### config.mk
export PLATFORM = sky130hd
export DESIGN_NAME = fssm_alu
export DESIGN_NICKNAME = d
export VERILOG_FILES = /design/src/core/fssm_pkg.sv /design/src/core/fssm_alu.sv
export SDC_FILE = /design/constraint.sdc
export NUM_CORES = 1
export LEC_CHECK = 0
export ABC_AREA = 1
export BUFFER_PORTS_ARGS = -buffer_cell sky130_fd_sc_hd__buf_2
export CAP_MARGIN = 10
export CORE_ASPECT_RATIO = 1.5
export CORE_MARGIN = 5
export CORE_UTILIZATION = 50
export DETAILED_ROUTE_END_ITERATION = 10
export HOLD_SLACK_MARGIN = 0.1
export PLACE_DENSITY = 0.77
export SETUP_SLACK_MARGIN = 0.1
export SLEW_MARGIN = 20
export SYNTH_ARGS = -nofsm -noshare
export SYNTH_HDL_FRONTEND = slang
export SYNTH_SLANG_ARGS = --single-unit
### constraint.sdc
create_clock -name I_REF_CLK -period 3.7 [get_ports I_REF_CLK]
set_input_delay 0.74 -clock I_REF_CLK [delete_from_list [all_inputs] [get_ports I_REF_CLK]]
set_output_delay 0.74 -clock I_REF_CLK [all_outputs]
set_load 0.05 [all_outputs]
### src/core/fssm_pkg.sv
// Purpose: shared types and constants of the seed/sign/min float ALU slice,
//          plus the seed lookup ROM that the slice instantiates.
// Assumes: single-precision layout, sign bit 31, 8-bit exponent, 23-bit fraction.
// Notes:   the ROM contents are built from constant functions at elaboration.

package fssm_pkg;

   // operand layout
   localparam int FSSM_W = 32;
   localparam int FSSM_SIGN_POS = 31;
   localparam int FSSM_EXP_HI = 30;
   localparam int FSSM_EXP_LO = 23;
   localparam int FSSM_FRAC_W = 23;
   localparam logic [7:0] FSSM_EXP_ALL1 = 8'hFF;
   localparam logic [7:0] FSSM_EXP_ZERO = 8'h00;
   localparam logic [31:0] FSSM_ALL_ONES = 32'hFFFFFFFF;
   localparam logic [9:0] FSSM_BIAS = 10'h07F;

   // reciprocal seed: 7-bit index, 8 stored fraction bits
   localparam int FSSM_RCP_IDX_W = 7;
   localparam int FSSM_RCP_FRAC_W = 8;
   // biased exponent above 127 + 125 gives a zero seed
   localparam logic [7:0] FSSM_RCP_EXP_MAX = 8'hFC;
   // biased result exponent = 253 - biased operand exponent
   localparam logic [7:0] FSSM_RCP_EXP_SUM = 8'hFD;

   // reciprocal square-root seed: exponent lsb plus six fraction bits, 4-bit seed
   localparam int FSSM_RSQ_IDX_W = 7;
   localparam int FSSM_RSQ_FRAC_W = 4;

   // reset values
   localparam logic [31:0] FSSM_RESULT_RST = 32'h00000000;

   typedef enum logic [1:0] {
      FSSM_OP_RECIP = 2'b00,
      FSSM_OP_RSQRT = 2'b01,
      FSSM_OP_COPYSIGN = 2'b10,
      FSSM_OP_MIN = 2'b11
   } fssm_op_t;

   typedef struct packed {
      logic alu_carry_flag;
      logic alu_invalid_flag;
      logic alu_negative_flag;
      logic alu_sign_select_flag;
      logic alu_overflow_flag;
      logic alu_zero_flag;
   } fssm_arith_status_word_t;

   typedef struct packed {
      logic sticky_underflow_bit;
      logic sticky_fixed_overflow_bit;
      logic sticky_invalid_bit;
      logic sticky_overflow_bit;
   } fssm_sticky_status_word_t;

   typedef struct packed {
      logic [31:0] result;
      fssm_arith_status_word_t flags;
      fssm_sticky_status_word_t set;
   } fssm_out_t;

   localparam fssm_arith_status_word_t FSSM_ARITH_RST = '0;
   localparam fssm_sticky_status_word_t FSSM_STICKY_RST = '0;

   // 1/(1.f) scaled into [1,2): 2/(1+f) at the bucket centre, 8 fraction bits
   function automatic logic [7:0] fssm_rcp_entry(input int idx);
      int q;
      q = 131072 / (256 + 2 * idx + 1);
      return 8'(q - 256);
   endfunction

   // largest m/256 in [1,2) with (m/256)^2 * (1+f) <= lim, f = (2k+1)/256 for six-bit fraction index k
   function automatic logic [3:0] fssm_rsq_entry(input int idx);
      int lim;
      int den;
      int m;
      int best;
      lim = (idx >= 64) ? 67108864 : 33554432;
      den = 256 + 2 * (idx % 64) + 1;
      best = 256;
      for (m = 256; m < 512; m++) begin
         if (m * m * den <= lim) begin
            best = m;
         end
      end
      return 4'((best - 256) >> 4);
   endfunction

endpackage

`timescale 1ns/1ns
`default_nettype none

module fssm_seed_rom
   import fssm_pkg::*;
(
   // lookup indices
   input wire logic [FSSM_RCP_IDX_W-1:0] i_rcp_idx,
   input wire logic [FSSM_RSQ_IDX_W-1:0] i_rsq_idx,
   // seed fractions
   output logic [FSSM_RCP_FRAC_W-1:0] o_rcp_frac,
   output logic [FSSM_RSQ_FRAC_W-1:0] o_rsq_frac
);

   logic [FSSM_RCP_FRAC_W-1:0] rcp_tab [128];
   logic [FSSM_RSQ_FRAC_W-1:0] rsq_tab [128];

   for (genvar g = 0; g < 128; g++) begin : g_tab
      assign rcp_tab[g] = fssm_rcp_entry(g);
      assign rsq_tab[g] = fssm_rsq_entry(g);
   end

   assign o_rcp_frac = rcp_tab[i_rcp_idx];
   assign o_rsq_frac = rsq_tab[i_rsq_idx];

endmodule

`default_nettype wire

### src/core/fssm_alu.sv
// Purpose: float ALU slice for reciprocal seed, reciprocal square-root seed,
//          sign copy and minimum, with arithmetic and sticky status.
// Assumes: one core clock, synchronous active-low reset, operands valid with i_op_valid.
// Notes:   result and both status words register one clock after the request.
//
// Function
// - reciprocal seed mantissa from 7-bit ROM index
// - reciprocal exponent is minus e minus one
// - reciprocal of zero gives signed infinity, overflow
// - reciprocal exponent above 125 gives zero
// - reciprocal of NaN gives ones, invalid
// - reciprocal negative follows operand sign unless NaN; carry, select cleared
// - reciprocal sets sticky underflow, invalid, overflow
// - root seed mantissa from exponent lsb, six bits
// - root exponent is negated e halved minus one
// - root of zero infinity; plus infinity gives zero
// - root of NaN or negative gives ones
// - root negative only for minus zero
// - root sets sticky invalid and overflow only
// - copysign keeps x magnitude, takes y sign
// - copysign flushes denormals; NaN gives all ones
// - copysign/min flags: invalid, negative, zero; others cleared
// - min returns smaller; minus zero beats plus zero
// - min flushes denormals; NaN gives all ones
// - copysign/min set only sticky invalid

`timescale 1ns/1ns
`default_nettype none

module fssm_alu
   import fssm_pkg::*;
(
   // clock and reset
   input wire logic I_REF_CLK,
   input wire logic I_RSTN,
   // request from the instruction decoder
   input wire logic I_OP_VALID,
   input wire fssm_op_t I_OP_CODE,
   input wire logic [FSSM_W-1:0] I_OPND_X,
   input wire logic [FSSM_W-1:0] I_OPND_Y,
   // sticky word clear from the core
   input wire logic I_STICKY_CLR,
   // write-back to the register file
   output logic O_RES_VALID,
   output logic [FSSM_W-1:0] O_RESULT,
   output fssm_arith_status_word_t O_ARITH_STATUS,
   output fssm_sticky_status_word_t O_STICKY_STATUS
);

   typedef struct packed {
      logic res_valid;
      logic [31:0] result;
      fssm_arith_status_word_t arith;
      fssm_sticky_status_word_t sticky;
   } fssm_state_t;

   fssm_state_t st_r;
   fssm_state_t st_nxt;
   logic [FSSM_RCP_FRAC_W-1:0] rcp_frac;
   logic [FSSM_RSQ_FRAC_W-1:0] rsq_frac;
   fssm_out_t op_out;

   ////////////////////////////////////////////////////////////////////////////////
   // operand classification

   function automatic logic [7:0] exp_of(input logic [31:0] v);
      return v[FSSM_EXP_HI:FSSM_EXP_LO];
   endfunction

   function automatic logic is_nan(input logic [31:0] v);
      return (exp_of(v) == FSSM_EXP_ALL1) && (v[FSSM_FRAC_W-1:0] != '0);
   endfunction

   function automatic logic is_inf(input logic [31:0] v);
      return (exp_of(v) == FSSM_EXP_ALL1) && (v[FSSM_FRAC_W-1:0] == '0);
   endfunction

   // denormals count as zero everywhere in this slice
   function automatic logic is_zero(input logic [31:0] v);
      return exp_of(v) == FSSM_EXP_ZERO;
   endfunction

   // the sign is kept so that a flushed minus zero still wins the minimum
   function automatic logic [31:0] flush(input logic [31:0] v);
      return is_zero(v) ? {v[FSSM_SIGN_POS], 31'h00000000} : v;
   endfunction

   // true when a is strictly below b; both already flushed, neither NaN
   function automatic logic less_than(input logic [31:0] a, input logic [31:0] b);
      logic lt;
      lt = 1'b0;
      if (a[FSSM_SIGN_POS] != b[FSSM_SIGN_POS]) begin
         // differing signs: the negative one is smaller, which orders -0 below +0
         lt = a[FSSM_SIGN_POS];
      end else if (a[FSSM_SIGN_POS] == 1'b0) begin
         // exponent above fraction: magnitudes order as plain integers
         lt = a[30:0] < b[30:0];
      end else begin
         lt = a[30:0] > b[30:0];
      end
      return lt;
   endfunction

   ////////////////////////////////////////////////////////////////////////////////
   // reciprocal seed

   function automatic fssm_out_t do_recip(input logic [31:0] x,
                                          input logic [FSSM_RCP_FRAC_W-1:0] frac);
      fssm_out_t o;
      logic s;
      logic nan;
      o = '0;
      s = x[FSSM_SIGN_POS];
      nan = is_nan(x);
      if (nan) begin
         o.result = FSSM_ALL_ONES;
         o.flags.alu_invalid_flag = 1'b1;
      end else if (is_zero(x)) begin
         o.result = {s, FSSM_EXP_ALL1, 23'h000000};
         o.flags.alu_overflow_flag = 1'b1;
      end else if (exp_of(x) > FSSM_RCP_EXP_MAX) begin
         o.result = {s, 31'h00000000};
         o.flags.alu_zero_flag = 1'b1;
      end else begin
         // E is 1..252 here, so 253 - E stays a normal exponent
         // negated exponent minus one
         o.result[FSSM_EXP_HI:FSSM_EXP_LO] = FSSM_RCP_EXP_SUM - exp_of(x);
         o.result[FSSM_SIGN_POS] = s;
         o.result[22:15] = frac;
      end
      // sign flag, carry and select clear
      o.flags.alu_negative_flag = s & ~nan;
      o.flags.alu_carry_flag = 1'b0;
      o.flags.alu_sign_select_flag = 1'b0;
      o.set.sticky_underflow_bit = o.flags.alu_zero_flag;
      o.set.sticky_invalid_bit = o.flags.alu_invalid_flag;
      o.set.sticky_overflow_bit = o.flags.alu_overflow_flag;
      // fixed-point overflow is never raised here; only the clear input or reset drops it
      o.set.sticky_fixed_overflow_bit = 1'b0;
      return o;
   endfunction

   ////////////////////////////////////////////////////////////////////////////////
   // reciprocal square-root seed

   function automatic fssm_out_t do_rsqrt(input logic [31:0] x,
                                          input logic [FSSM_RSQ_FRAC_W-1:0] frac);
      fssm_out_t o;
      logic s;
      logic signed [9:0] unb;
      logic signed [9:0] neg;
      logic signed [9:0] rexp;
      o = '0;
      s = x[FSSM_SIGN_POS];
      unb = $signed({2'b00, exp_of(x)}) - $signed(FSSM_BIAS);
      neg = -unb;
      // the arithmetic shift floors odd values toward minus infinity
      // halve negated exponent, minus one
      rexp = (neg >>> 1) - 10'sd1 + $signed(FSSM_BIAS);
      if (is_nan(x) || (s && !is_zero(x))) begin
         o.result = FSSM_ALL_ONES;
         o.flags.alu_invalid_flag = 1'b1;
      end else if (is_zero(x)) begin
         o.result = {s, FSSM_EXP_ALL1, 23'h000000};
         o.flags.alu_overflow_flag = 1'b1;
         o.flags.alu_negative_flag = s;
      end else if (is_inf(x)) begin
         o.result = FSSM_RESULT_RST;
         o.flags.alu_zero_flag = 1'b1;
      end else begin
         o.result[FSSM_SIGN_POS] = s;
         o.result[FSSM_EXP_HI:FSSM_EXP_LO] = rexp[7:0];
         o.result[22:19] = frac;
      end
      o.set.sticky_invalid_bit = o.flags.alu_invalid_flag;
      o.set.sticky_overflow_bit = o.flags.alu_overflow_flag;
      // underflow and fixed overflow stay as they were
      o.set.sticky_underflow_bit = 1'b0;
      o.set.sticky_fixed_overflow_bit = 1'b0;
      o.flags.alu_carry_flag = 1'b0;
      o.flags.alu_sign_select_flag = 1'b0;
      return o;
   endfunction

   ////////////////////////////////////////////////////////////////////////////////
   // sign copy and minimum share their flag behaviour

   function automatic fssm_out_t two_opnd_flags(input logic [31:0] r, input logic nan);
      fssm_out_t o;
      o = '0;
      // a NaN answer reports no sign: the all-ones word is not a number
      // invalid negative zero
      if (nan) begin
         o.result = FSSM_ALL_ONES;
         o.flags.alu_invalid_flag = 1'b1;
      end else begin
         o.result = r;
         o.flags.alu_negative_flag = r[FSSM_SIGN_POS];
         o.flags.alu_zero_flag = is_zero(r);
      end
      o.flags.alu_carry_flag = 1'b0;
      o.flags.alu_sign_select_flag = 1'b0;
      o.flags.alu_overflow_flag = 1'b0;
      o.set.sticky_invalid_bit = o.flags.alu_invalid_flag;
      o.set.sticky_underflow_bit = 1'b0;
      o.set.sticky_fixed_overflow_bit = 1'b0;
      o.set.sticky_overflow_bit = 1'b0;
      return o;
   endfunction

   function automatic fssm_out_t do_copysign(input logic [31:0] x, input logic [31:0] y);
      logic [31:0] fx;
      fx = flush(x);
      // flush and NaN
      // the sign of y is taken raw, even from a denormal y
      // x magnitude, y sign
      return two_opnd_flags({y[FSSM_SIGN_POS], fx[30:0]}, is_nan(x) | is_nan(y));
   endfunction

   function automatic fssm_out_t do_min(input logic [31:0] x, input logic [31:0] y);
      logic [31:0] fx;
      logic [31:0] fy;
      fx = flush(x);
      fy = flush(y);
      return two_opnd_flags(less_than(fy, fx) ? fy : fx, is_nan(x) | is_nan(y));
   endfunction

   ////////////////////////////////////////////////////////////////////////////////
   // seed tables

   // both seeds read x only; y is ignored by the seed operations
   // seven index bits each: x fraction, or exponent lsb and six fraction bits
   fssm_seed_rom u_rom (
      .i_rcp_idx(I_OPND_X[22:16]),
      .i_rsq_idx({I_OPND_X[FSSM_EXP_LO], I_OPND_X[22:17]}),
      .o_rcp_frac(rcp_frac),
      .o_rsq_frac(rsq_frac)
   );

   ////////////////////////////////////////////////////////////////////////////////
   // operation select and state update

   always_comb begin
      unique case (I_OP_CODE)
         FSSM_OP_RECIP: op_out = do_recip(I_OPND_X, rcp_frac);
         FSSM_OP_RSQRT: op_out = do_rsqrt(I_OPND_X, rsq_frac);
         FSSM_OP_COPYSIGN: op_out = do_copysign(I_OPND_X, I_OPND_Y);
         FSSM_OP_MIN: op_out = do_min(I_OPND_X, I_OPND_Y);
      endcase
   end

   // single-cycle answer; reset wins, so a request seen during reset is dropped
   always_comb begin
      st_nxt = st_r;
      // the strobe lasts one cycle unless requests follow back to back
      st_nxt.res_valid = I_OP_VALID;
      // a clear and a same-cycle set: the set wins so no event is lost
      if (I_STICKY_CLR) begin
         st_nxt.sticky = FSSM_STICKY_RST;
      end
      if (I_OP_VALID) begin
         st_nxt.result = op_out.result;
         st_nxt.arith = op_out.flags;
         st_nxt.sticky = st_nxt.sticky | op_out.set;
      end
   end

   always_ff @(posedge I_REF_CLK) begin
      if (!I_RSTN) begin
         st_r <= '{res_valid: 1'b0, result: FSSM_RESULT_RST,
                   arith: FSSM_ARITH_RST, sticky: FSSM_STICKY_RST};
      end else begin
         st_r <= st_nxt;
      end
   end

   assign O_RES_VALID = st_r.res_valid;
   assign O_RESULT = st_r.result;
   assign O_ARITH_STATUS = st_r.arith;
   assign O_STICKY_STATUS = st_r.sticky;

endmodule

`default_nettype wire

Word level (Yosys, flattened, before mapping)
Memory sizes are Yosys's and may differ from the RTL's.
Cells that the tools add are included.
Widths: inputs -> output; s select.
Storage, ports and cells
  output and inout bits: 43
  bits in read-only memories: 1536
  memories: 2
  bits in registers: 43
  word-level logic and storage cells: 87
  bits of input ports: 70
Operators by class
  add/subtract/negate cells: 5
  mux-type cells: 37
  reduce and logical (&&, ||, !) cells: 14
  bitwise logic cells: 6
  eq/ne operators: 6
  order comparisons: 5
Memories
  (no name shown): words 128, bits a word 8, read ports 1, clocked after memory_dff 0, wr ports 0, line fssm_pkg.sv:114  | assign o_rcp_frac = rcp_tab[i_rcp_idx];
  (no name shown): words 128, bits a word 4, read ports 1, clocked after memory_dff 0, wr ports 0, line fssm_pkg.sv:115  | assign o_rsq_frac = rsq_tab[i_rsq_idx];
Operator list (number)
  $mux 32: 6
  $pmux 42 s4: 1
  $mux 31: 3
  $reduce_bool 23->1: 2
  $logic_not 8->1: 4
  $gt 31x31->1: 1
  $lt 31x31->1: 1
  $logic_not 23->1: 1
  $mux 1: 17
  $eq 8x8->1 const B: 2
  $ge 8x8->1 const B: 2
  $mux 16: 1
  $mux 4: 4
  $mux 8: 2
  $not 7->8: 2
  $mux 13: 1
  $neg 9->9: 1
  $sub 8x7->9 const B: 1
  $add 8x8->8 const B: 1
  $gt 8x8->1 const B: 1
  $sub 8x2->8 const B: 1
  $sub 8x8->8 const A: 1
  $eq 2x2->1 const B: 2
  $logic_and 1x1->1: 4
  10 further kinds: 11

Longest topological paths before layout
Gate-level depths: netlist (run 1).
  depth after elaboration: 12
  gate-level depth with buffers: 28
  gate-level depth less buffers: 26

By module
Synthesis (run 1) repeated with hierarchy kept, for this count alone.
Second synthesis, totals
  cells, all modules: 1107
  area, all modules: 6039.5 sq um
By module, submodules not included
  fssm_alu: area an instance 4678.2 sq um, times used 1, sequential area each 800.8 sq um, cells each 829
  fssm_seed_rom: area an instance 1361.3 sq um, times used 1, sequential area each 0.0 sq um, cells each 278

Least setup slack after synthesis (run 1)
OpenSTA, ideal clock, no wires.
  path type: input port to flip-flop
  start point: in I_OPND_X[25]
  end point: reg st_r, in the netlist O_RESULT[20]
  data required time: 3587 ps
  arrival time: 3356 ps
  path buffers: 1
  setup time: 113 ps
  cell stages on the path: 26
  path slack: 231 ps
  cell sequence: inv_1 ha_1 nand3_1 nor2_2 clkinv_1 nand2_1 ha_1 nand2_1 inv_1 a21oi_1 nand2_1 nand2_1 nand2_1 nand2_1 nand2_1 nand2_1 nand2_2 nand2_4 inv_4 buf_2 nand2_1 o21ai_0 o21ai_0 nand3_1 o21ai_1 inv_1
Between the ends
  longest elaborated chain between the ends: 9
  elaborated cells on any way between the ends: 25
  classes of those cells: 3 x order compare; 1 x eq/ne; 14 x mux; 1 x bitwise; 6 x reduce/logical
Ends and longest elaborated chain
  start, declared: line fssm_alu.sv:39  | input wire logic [FSSM_W-1:0] I_OPND_X,
  $logic_not 8->1: line fssm_alu.sv:80  | return exp_of(v) == FSSM_EXP_ZERO;
  $mux 31: line fssm_alu.sv:85  | return is_zero(v) ? {v[FSSM_SIGN_POS], 31'h00000000} : v;
  $lt 31x31->1 / $gt 31x31->1 (equally long branches): line fssm_alu.sv:97, fssm_alu.sv:99
  $mux 1: line fssm_alu.sv:95  | end else if (a[FSSM_SIGN_POS] == 1'b0) begin
  $mux 1: line fssm_alu.sv:92  | if (a[FSSM_SIGN_POS] != b[FSSM_SIGN_POS]) begin
  $mux 1: line fssm_alu.sv:244  | unique case (I_OP_CODE)
  $mux 32: line fssm_alu.sv:225  | return two_opnd_flags(less_than(fy, fx) ? fy : fx, is_nan(x) | is_nan(y));
  $mux 32: line fssm_alu.sv:193  | if (nan) begin
  $pmux 42 s4 (*): line fssm_alu.sv:244
  end signal, assigned: line fssm_alu.sv:270  | st_r <= '{res_valid: 1'b0, result: FSSM_RESULT_RST,
  end signal, assigned: line fssm_alu.sv:273  | st_r <= st_nxt;
  end, declared: line fssm_alu.sv:57  | fssm_state_t st_r;
Mark *: on every way between the ends. The rest lies on a longest branch, timed or not. The select of a mux whose other input is x is not followed.
A chain may end at the register's enable or synchronous reset.

Worst setup path in the final report (run 1)
  start point: in I_OPND_Y[27]
  end point: reg st_r, in the netlist O_RESULT[5]
Between the ends
  longest elaborated chain between the ends: 9
  elaborated cells on any way between the ends: 14
  classes of those cells: 2 x order compare; 1 x eq/ne; 8 x mux; 1 x bitwise; 2 x reduce/logical
Ends and longest elaborated chain
  start, declared: line fssm_alu.sv:40  | input wire logic [FSSM_W-1:0] I_OPND_Y,
  $logic_not 8->1: line fssm_alu.sv:80
  $mux 31: line fssm_alu.sv:85
  $lt 31x31->1 / $gt 31x31->1 (equally long branches): line fssm_alu.sv:97, fssm_alu.sv:99
  $mux 1: line fssm_alu.sv:95
  $mux 1: line fssm_alu.sv:92
  $mux 1: line fssm_alu.sv:244
  $mux 32: line fssm_alu.sv:225
  $mux 32: line fssm_alu.sv:193
  $pmux 42 s4 (*): line fssm_alu.sv:244
Marks and branches as above.

==> results_dict.tcl, run 1 <==
set metrics [dict create \
    r2r_setup_slack_ns 2.96 \
    grt_overflow 0 \
    initial_core_util 0.509 \
    io_buffers 109 \
    drv_cap 0 \
    viasPerCell 5.67 \
    rows 47 \
    p_int_mw 1.10 \
    grt_max_degree 42 \
    synth_area_leaders "nand2_1 (15%), dfxtp_1 (14%), o21ai_0 (11%), ha_1 (11%), inv_1 (9.3%)" \
    clkPwrFrac 0.281 \
    tightestPinTransition_ns 0.700 \
    diodes 0 \
    cts_tree "yes" \
    synth.distinct_cells 46 \
    clk_latency_ns 0.28 \
    rsz0062_at_grt "true" \
    crit_top_cell "nand2_1" \
    cts.sinks 40 \
    syn-mean-instance-area_sq_um 5.60 \
    cp.arrival_ns 3.65 \
    min_from "O_RESULT[26]" \
    synthCells 999 \
    finalCriticalPeriod_ns 3.48 \
    relSlewSlack 0.530 \
    run_status "finished, final reports clean" \
    die_h_um 140 \
    placed_area_sq_um 6760 \
    grt_usage 0.318 \
    dr.pass1.iters 6 \
    crit_type "in -> reg" \
    fin_area_sq_um 7040 \
    finalClockSkew_ns 0 \
    clkTransAtPathRegs_ns 0.05 \
    cp-startpoint "I_OPND_Y[27]" \
    nNetsFinal 1271 \
    final_util 0.640 \
    reg2reg_depth 4 \
    pwr-share-seq 0.261 \
    slowest_delay_ns 0.30 \
    clock.fmax_mhz 288 \
    yosysWarnings 0 \
    vias 7387 \
    combPwrFrac 0.458 \
    switching_power_mw 0.742 \
    cts_setup_buffers 0 \
    grt_pass1_vias 7165 \
    die_width_um 96.4 \
    crit_family "simple AND/OR/NAND/NOR gates" \
    htreeDepth 2 \
    critical_path_buf_inv_count 6 \
    setup_violations 0 \
    p_leak_nw 3.93 \
    fill_cells 1104 \
    synth_seq_area_share 0.143 \
    holdPathStages 2 \
    io_pins 113 \
    swShare 0.404 \
    coreArea_sq_um 11000 \
    drc 0 \
    dieArea_sq_um 13500 \
    ys_seq_elements 40 \
    drt-total-wl_um 21500 \
    gp_congestion 1.07 \
    power_density_nw_per_um2 261 \
    area_growth_pct 25.8 \
    synth_top_area_cell "nand2_1" \
    yosysTopAreaCellShare 0.150 \
    cts.path.max_buffers 2 \
    post-route-period-util 0.940 \
    min_to "O_RESULT[26]" \
    crit_path_top_delay_cell "ha_1" \
    end_kind "flip-flop" \
    cts_root_buf "clkbuf_16" \
    finalPower_mw 1.84 \
    min_path_type "reg -> reg" \
    drive_gt1_frac 0.219 \
    antenna_found_initial 0 \
    r2r-end "O_RESULT[9]" \
    syn-cell-area_sq_um 5600 \
    hpwl_um 17400 \
    cts_made_buffers 5 \
    peakVddDrop_uv 215 \
    report.final.slew_viol_count 0 \
    wl_per_cell_um 16.5 \
    critPathLaunchType "input pin" \
    finalHoldViolCount 0 \
    drt_iter0_drc 595 \
    final.setup.tns_ns 0 \
    cp_max_fo 37 \
    cp.required_ns 3.88 \
    grt_first_pass_wirelength_um 33900 \
    r2r_start "O_RESULT[9]" \
    drtAntennaViolNets 0 \
]
power groups by stage:
stage               sequential (mW)  combinational (mW)  clock (mW)
detailed placement            0.487               0.807           0
CTS                           0.478               0.813       0.519
global route                  0.481               0.921       0.539
global placement              0.487               0.803           0
finish                        0.479               0.842       0.517
floorplan                     0.588               0.425           0
stage by stage:
step | setup slack, ns | cells | hold slack [ns]
2_1_floorplan | 0.231 | 1001 | 0.676
4_1_cts | 0.118 | 1302 | 0.452
3_5_place_dp | -0.260 | 1294 | 0.439
6_report | 0.223 | 1302 | 0.449
3_3_place_gp | -0.135 | 1294 | 0.434
5_1_grt | -0.108 | 1302 | 0.468
tightest hold or removal path: stages, from the launching register on:
cell and delay, ns:
dfxtp_1 0.31, nand2_1 0.06, nand2_1 0.04
area by class of cell:
| class | instances | area [sq um] | area share |
|---|---|---|---|
| clock buffer | 7 | 153 | 0.0217 |
| clock inverter | 1 | 30.0 | 0.00426 |
| inverter | 150 | 576 | 0.0817 |
| multi-input combinational | 760 | 4070 | 0.578 |
| sequential | 40 | 801 | 0.114 |
| tap | 147 | 184 | 0.0261 |
| timing repair buffer | 197 | 1230 | 0.175 |
how the worst max path moves through the flow:
stage,to,slack [ns],cells after the start
floorplan,O_RESULT[20],0.23,26
global placement,O_RESULT[10],-0.13,24
detailed placement,O_RESULT[10],-0.26,25
CTS,O_RESULT[18],0.12,25
global route,O_RESULT[18],-0.11,25
finish,O_RESULT[5],0.22,25
cells in the final DEF, fill, tap and decap left out, types with 3 or more instances in the layout:
| cell | instances |
|---|---|
| inv_2 | 6 |
| nand2_4 | 5 |
| o221ai_1 | 4 |
| buf_2 | 109 |
| dfxtp_1 | 40 |
| nand4_1 | 18 |
| buf_4 | 86 |
| o21ai_0 | 119 |
| nand3_1 | 67 |
| nor2_2 | 7 |
| o211ai_1 | 12 |
| nand3_2 | 7 |
| nor2_4 | 4 |
| a21oi_1 | 49 |
| nand2_2 | 4 |
| ha_1 | 47 |
| o22ai_1 | 3 |
| o21ai_1 | 18 |
| conb_1 | 3 |
| clkbuf_16 | 5 |
| nand2_1 | 224 |
| nor4_4 | 3 |
| inv_1 | 137 |
| nor3_1 | 5 |
| xor2_1 | 4 |
| a31oi_1 | 7 |
| nor4_1 | 5 |
| clkinv_1 | 4 |
| nor2_1 | 124 |
sequential cells by signal, summed over array words and instances, names as in the netlist:
register,flops
O_STICKY_STATUS,3
O_ARITH_STATUS,4
O_RES_VALID,1
O_RESULT,32
synthesized netlist by cell type (all sizes together):
library cell	count
dfxtp	40
nor3	6
o31ai	1
nand4	18
a21boi	1
nand3	74
o21ai	139
or2	1
ha	47
o2111ai	4
o311ai	1
a21o	2
nand2	233
o221ai	4
nand3b	2
conb	1
a32oi	1
nor4	9
clkinv	5
clkbuf	28
o211ai	12
a31oi	7
inv	145
o22ai	3
a211oi	1
nor2	136
a21oi	50
xor2	4
buf	23
a41oi	1
routing by layer:
layer  share of wire  up-vias  global-route usage
li1                -     3578                   -
met1            0.34     3287               0.329
met2            0.50      386               0.562
met3           0.061      136              0.0319
met4           0.099        0               0.250
met5               0        -                   0
what timing repair did:
action	4_1_cts	5_1_grt
hold buffers	0	0
gates resized for setup	2	29
cloned	0	0
pin swaps	0	9
setup endpoints to repair	9	32
kinds of logic (layout without fill, tap and decap cells):
family / Yosys count / after routing / synth area share
compound gates: 227 / 227 / 0.220
xor+xnor: 4 / 4 / 0.00626
fa+ha+maj: 47 / 47 / 0.105
buf+inv: 201 / 355 / 0.149
flops: 40 / 40 / 0.143
other cells: 1 / 3 / 0.000670
simple gates: 479 / 479 / 0.376
No activity file was read; power rests on OpenSTA's default activity.
==> inputs of run 2 (changes only) <==
--- a/config.mk
+++ b/config.mk
@@ -6,7 +6,7 @@
 export NUM_CORES = 1
 export LEC_CHECK = 0
 export ABC_AREA = 1
-export BUFFER_PORTS_ARGS = -buffer_cell sky130_fd_sc_hd__buf_2
+export BUFFER_PORTS_ARGS = -buffer_cell sky130_fd_sc_hd__buf_4
 export CAP_MARGIN = 10
 export CORE_ASPECT_RATIO = 1.5
 export CORE_MARGIN = 5
==> results_dict.tcl, run 2 (synthesis gave the netlist of run 1 again) <==
set metrics [dict create \
    dieArea_sq_um 13500 \
    grt_usage 0.333 \
    hpwl_um 18500 \
    finalCriticalPeriod_ns 3.82 \
    p_leak_nw 4.17 \
    switching_power_mw 0.830 \
    initial_core_util 0.509 \
    cp.arrival_ns 3.99 \
    post-route-period-util 1.03 \
    grt_use_met3 0.0362 \
    nNetsFinal 1293 \
    gp_congestion 1.04 \
    antenna_found_initial 0 \
    largest_reg_flops 32 \
    combPwrFrac 0.512 \
    cts_tree "yes" \
    grt_max_degree 38 \
    final-seq-area_sq_um 801 \
    clk_latency_ns 0.28 \
    grt_first_pass_wirelength_um 35100 \
    tightestPinTransition_ns 0.710 \
    vias 7935 \
    grt_overflow 0 \
    rsz0062_at_grt "true" \
    grt_pass1_vias 7143 \
    final_util 0.724 \
    fill_cells 915 \
    drt-total-wl_um 25300 \
    htreeDepth 2 \
    multi_input_area_sq_um 4430 \
    run_status "finished with violations" \
    gr-usage-met1 0.339 \
    rows 47 \
    violations "negative setup slack" \
    drt_iter0_drc 1003 \
    met2_usage 0.598 \
    io_pins 113 \
    pwr-share-seq 0.242 \
    cts.sinks 40 \
    dr.pass1.iters 8 \
    viasPerCell 5.99 \
    crit_type "in -> reg" \
    cts.path.max_buffers 2 \
    clock.fmax_mhz 262 \
    finalPower_mw 1.98 \
    io_buffers 109 \
    cts_made_buffers 5 \
    setup_violations 5 \
    cp_max_fo 7 \
    drv_cap 0 \
    critPathLaunchType "input pin" \
    power_density_nw_per_um2 249 \
    final_cells 1324 \
    end_kind "flip-flop" \
    final_common_cell "buf_4" \
    drtAntennaViolNets 0 \
    peakVddDrop_uv 206 \
    min_path_type "reg -> reg" \
    cts_root_buf "clkbuf_16" \
    wl_per_cell_um 19.1 \
    dp_cells 1298 \
    report.final.slew_viol_count 0 \
    relSlewSlack 0.524 \
    clkTransAtPathRegs_ns 0.06 \
    drc 0 \
    grt_most_used_layer "met2" \
    coreArea_sq_um 11000 \
    fin_ws_ns -0.123 \
    swShare 0.419 \
    placed_area_sq_um 7070 \
    diodes 0 \
    drive_gt1_frac 0.287 \
    area_growth_pct 42.3 \
    fin_area_sq_um 7970 \
    fin_hold_ws_ns 0.457 \
    cp.required_ns 3.87 \
    finalHoldViolCount 0 \
    final_cell_mix "buf_4 (202), nand2_1 (196), inv_1 (130)" \
    p_int_mw 1.15 \
    clkPwrFrac 0.246 \
    die_h_um 140 \
    die_width_um 96.4 \
    finalClockSkew_ns 0 \
]
==> run 2: cell count changes in the layout (fill, tap and decap cells not counted), moves of 5 or more <==
cell,change
nand2_2,+23
o21ai_0,-6
buf_4,+116
inv_1,-7
buf_2,-109
nor2_1,-9
nor2_4,+7
ha_1,-13
a21oi_1,-5
o21ai_1,+7
nand2_1,-28
inv_2,+5
ha_4,+12
==> run 2: critical path, stage by stage <==
cell,delay [ns]
buf_4,0.12
inv_2,0.04
nand4_1,0.17
nor2_4,0.27
buf_12,0.16
clkinvlp_4,0.21
nand2_2,0.18
ha_4,0.23
nand2_4,0.08
inv_2,0.04
a21oi_2,0.11
nand2_1,0.07
nand2_1,0.07
nand2_1,0.06
nand2_2,0.08
nand2_2,0.06
nand2_2,0.08
nand2_4,0.08
nand2_8,0.18
clkinv_8,0.09
buf_6,0.12
nand2_2,0.04
o21ai_1,0.06
o21ai_1,0.15
nand3_1,0.24
o21ai_1,0.19
inv_1,0.06
==> run 2: repair_timing <==
action                     4_1_cts  5_1_grt
pin swaps                        0       79
hold buffers                     0        0
setup endpoints to repair       20       32
cloned                           0        7
setup buffers                    0       11
gates resized for setup          3      128
==> run 2: power groups by stage <==
stage | Sequential (mW) | Combinational (mW) | Clock [mW]
6_report | 0.480 | 1.01 | 0.487
5_1_grt | 0.483 | 1.08 | 0.511
4_1_cts | 0.480 | 0.862 | 0.489
3_5_place_dp | 0.489 | 0.856 | 0
3_3_place_gp | 0.489 | 0.852 | 0
2_1_floorplan | 0.588 | 0.425 | 0
==> run 2: cell type report <==
class / count / area share
clock inverter: 3 / 0.00534
timing repair buffer: 216 / 0.222
inverter: 150 / 0.0737
tap: 147 / 0.0231
sequential: 40 / 0.101
clock buffer: 5 / 0.0157
timing repair inverter: 3 / 0.00361
multi-input combinational: 760 / 0.556
==> run 2: layer usage <==
layer | vias up | share of wire
met2 | 549 | 0.50
met5 | - | 0
li1 | 3631 | -
met3 | 191 | 0.081
met4 | 0 | 0.097
met1 | 3564 | 0.32
==> run 2: metrics by stage <==
| stage | setup WS (ns) | setup TNS [ns] |
|---|---|---|
| 5_1_grt | -0.337 | -3.66 |
| 3_3_place_gp | -0.220 | -3.47 |
| 3_5_place_dp | -0.327 | -6.29 |
| 2_1_floorplan | 0.231 | 0 |
| 4_1_cts | 0.125 | 0 |
| 6_report | -0.123 | -0.204 |
==> run 2: final timing paths <==
check	from	endpoint	slack [ns]	cells past startpoint
min reg2reg	O_RESULT[26]	O_RESULT[26]	0.46	2
max	I_OPND_X[30]	O_RESULT[5]	-0.12	27
max reg2reg	O_ARITH_STATUS[0]	O_ARITH_STATUS[0]	2.95	2
min	O_RESULT[26]	O_RESULT[26]	0.46	2
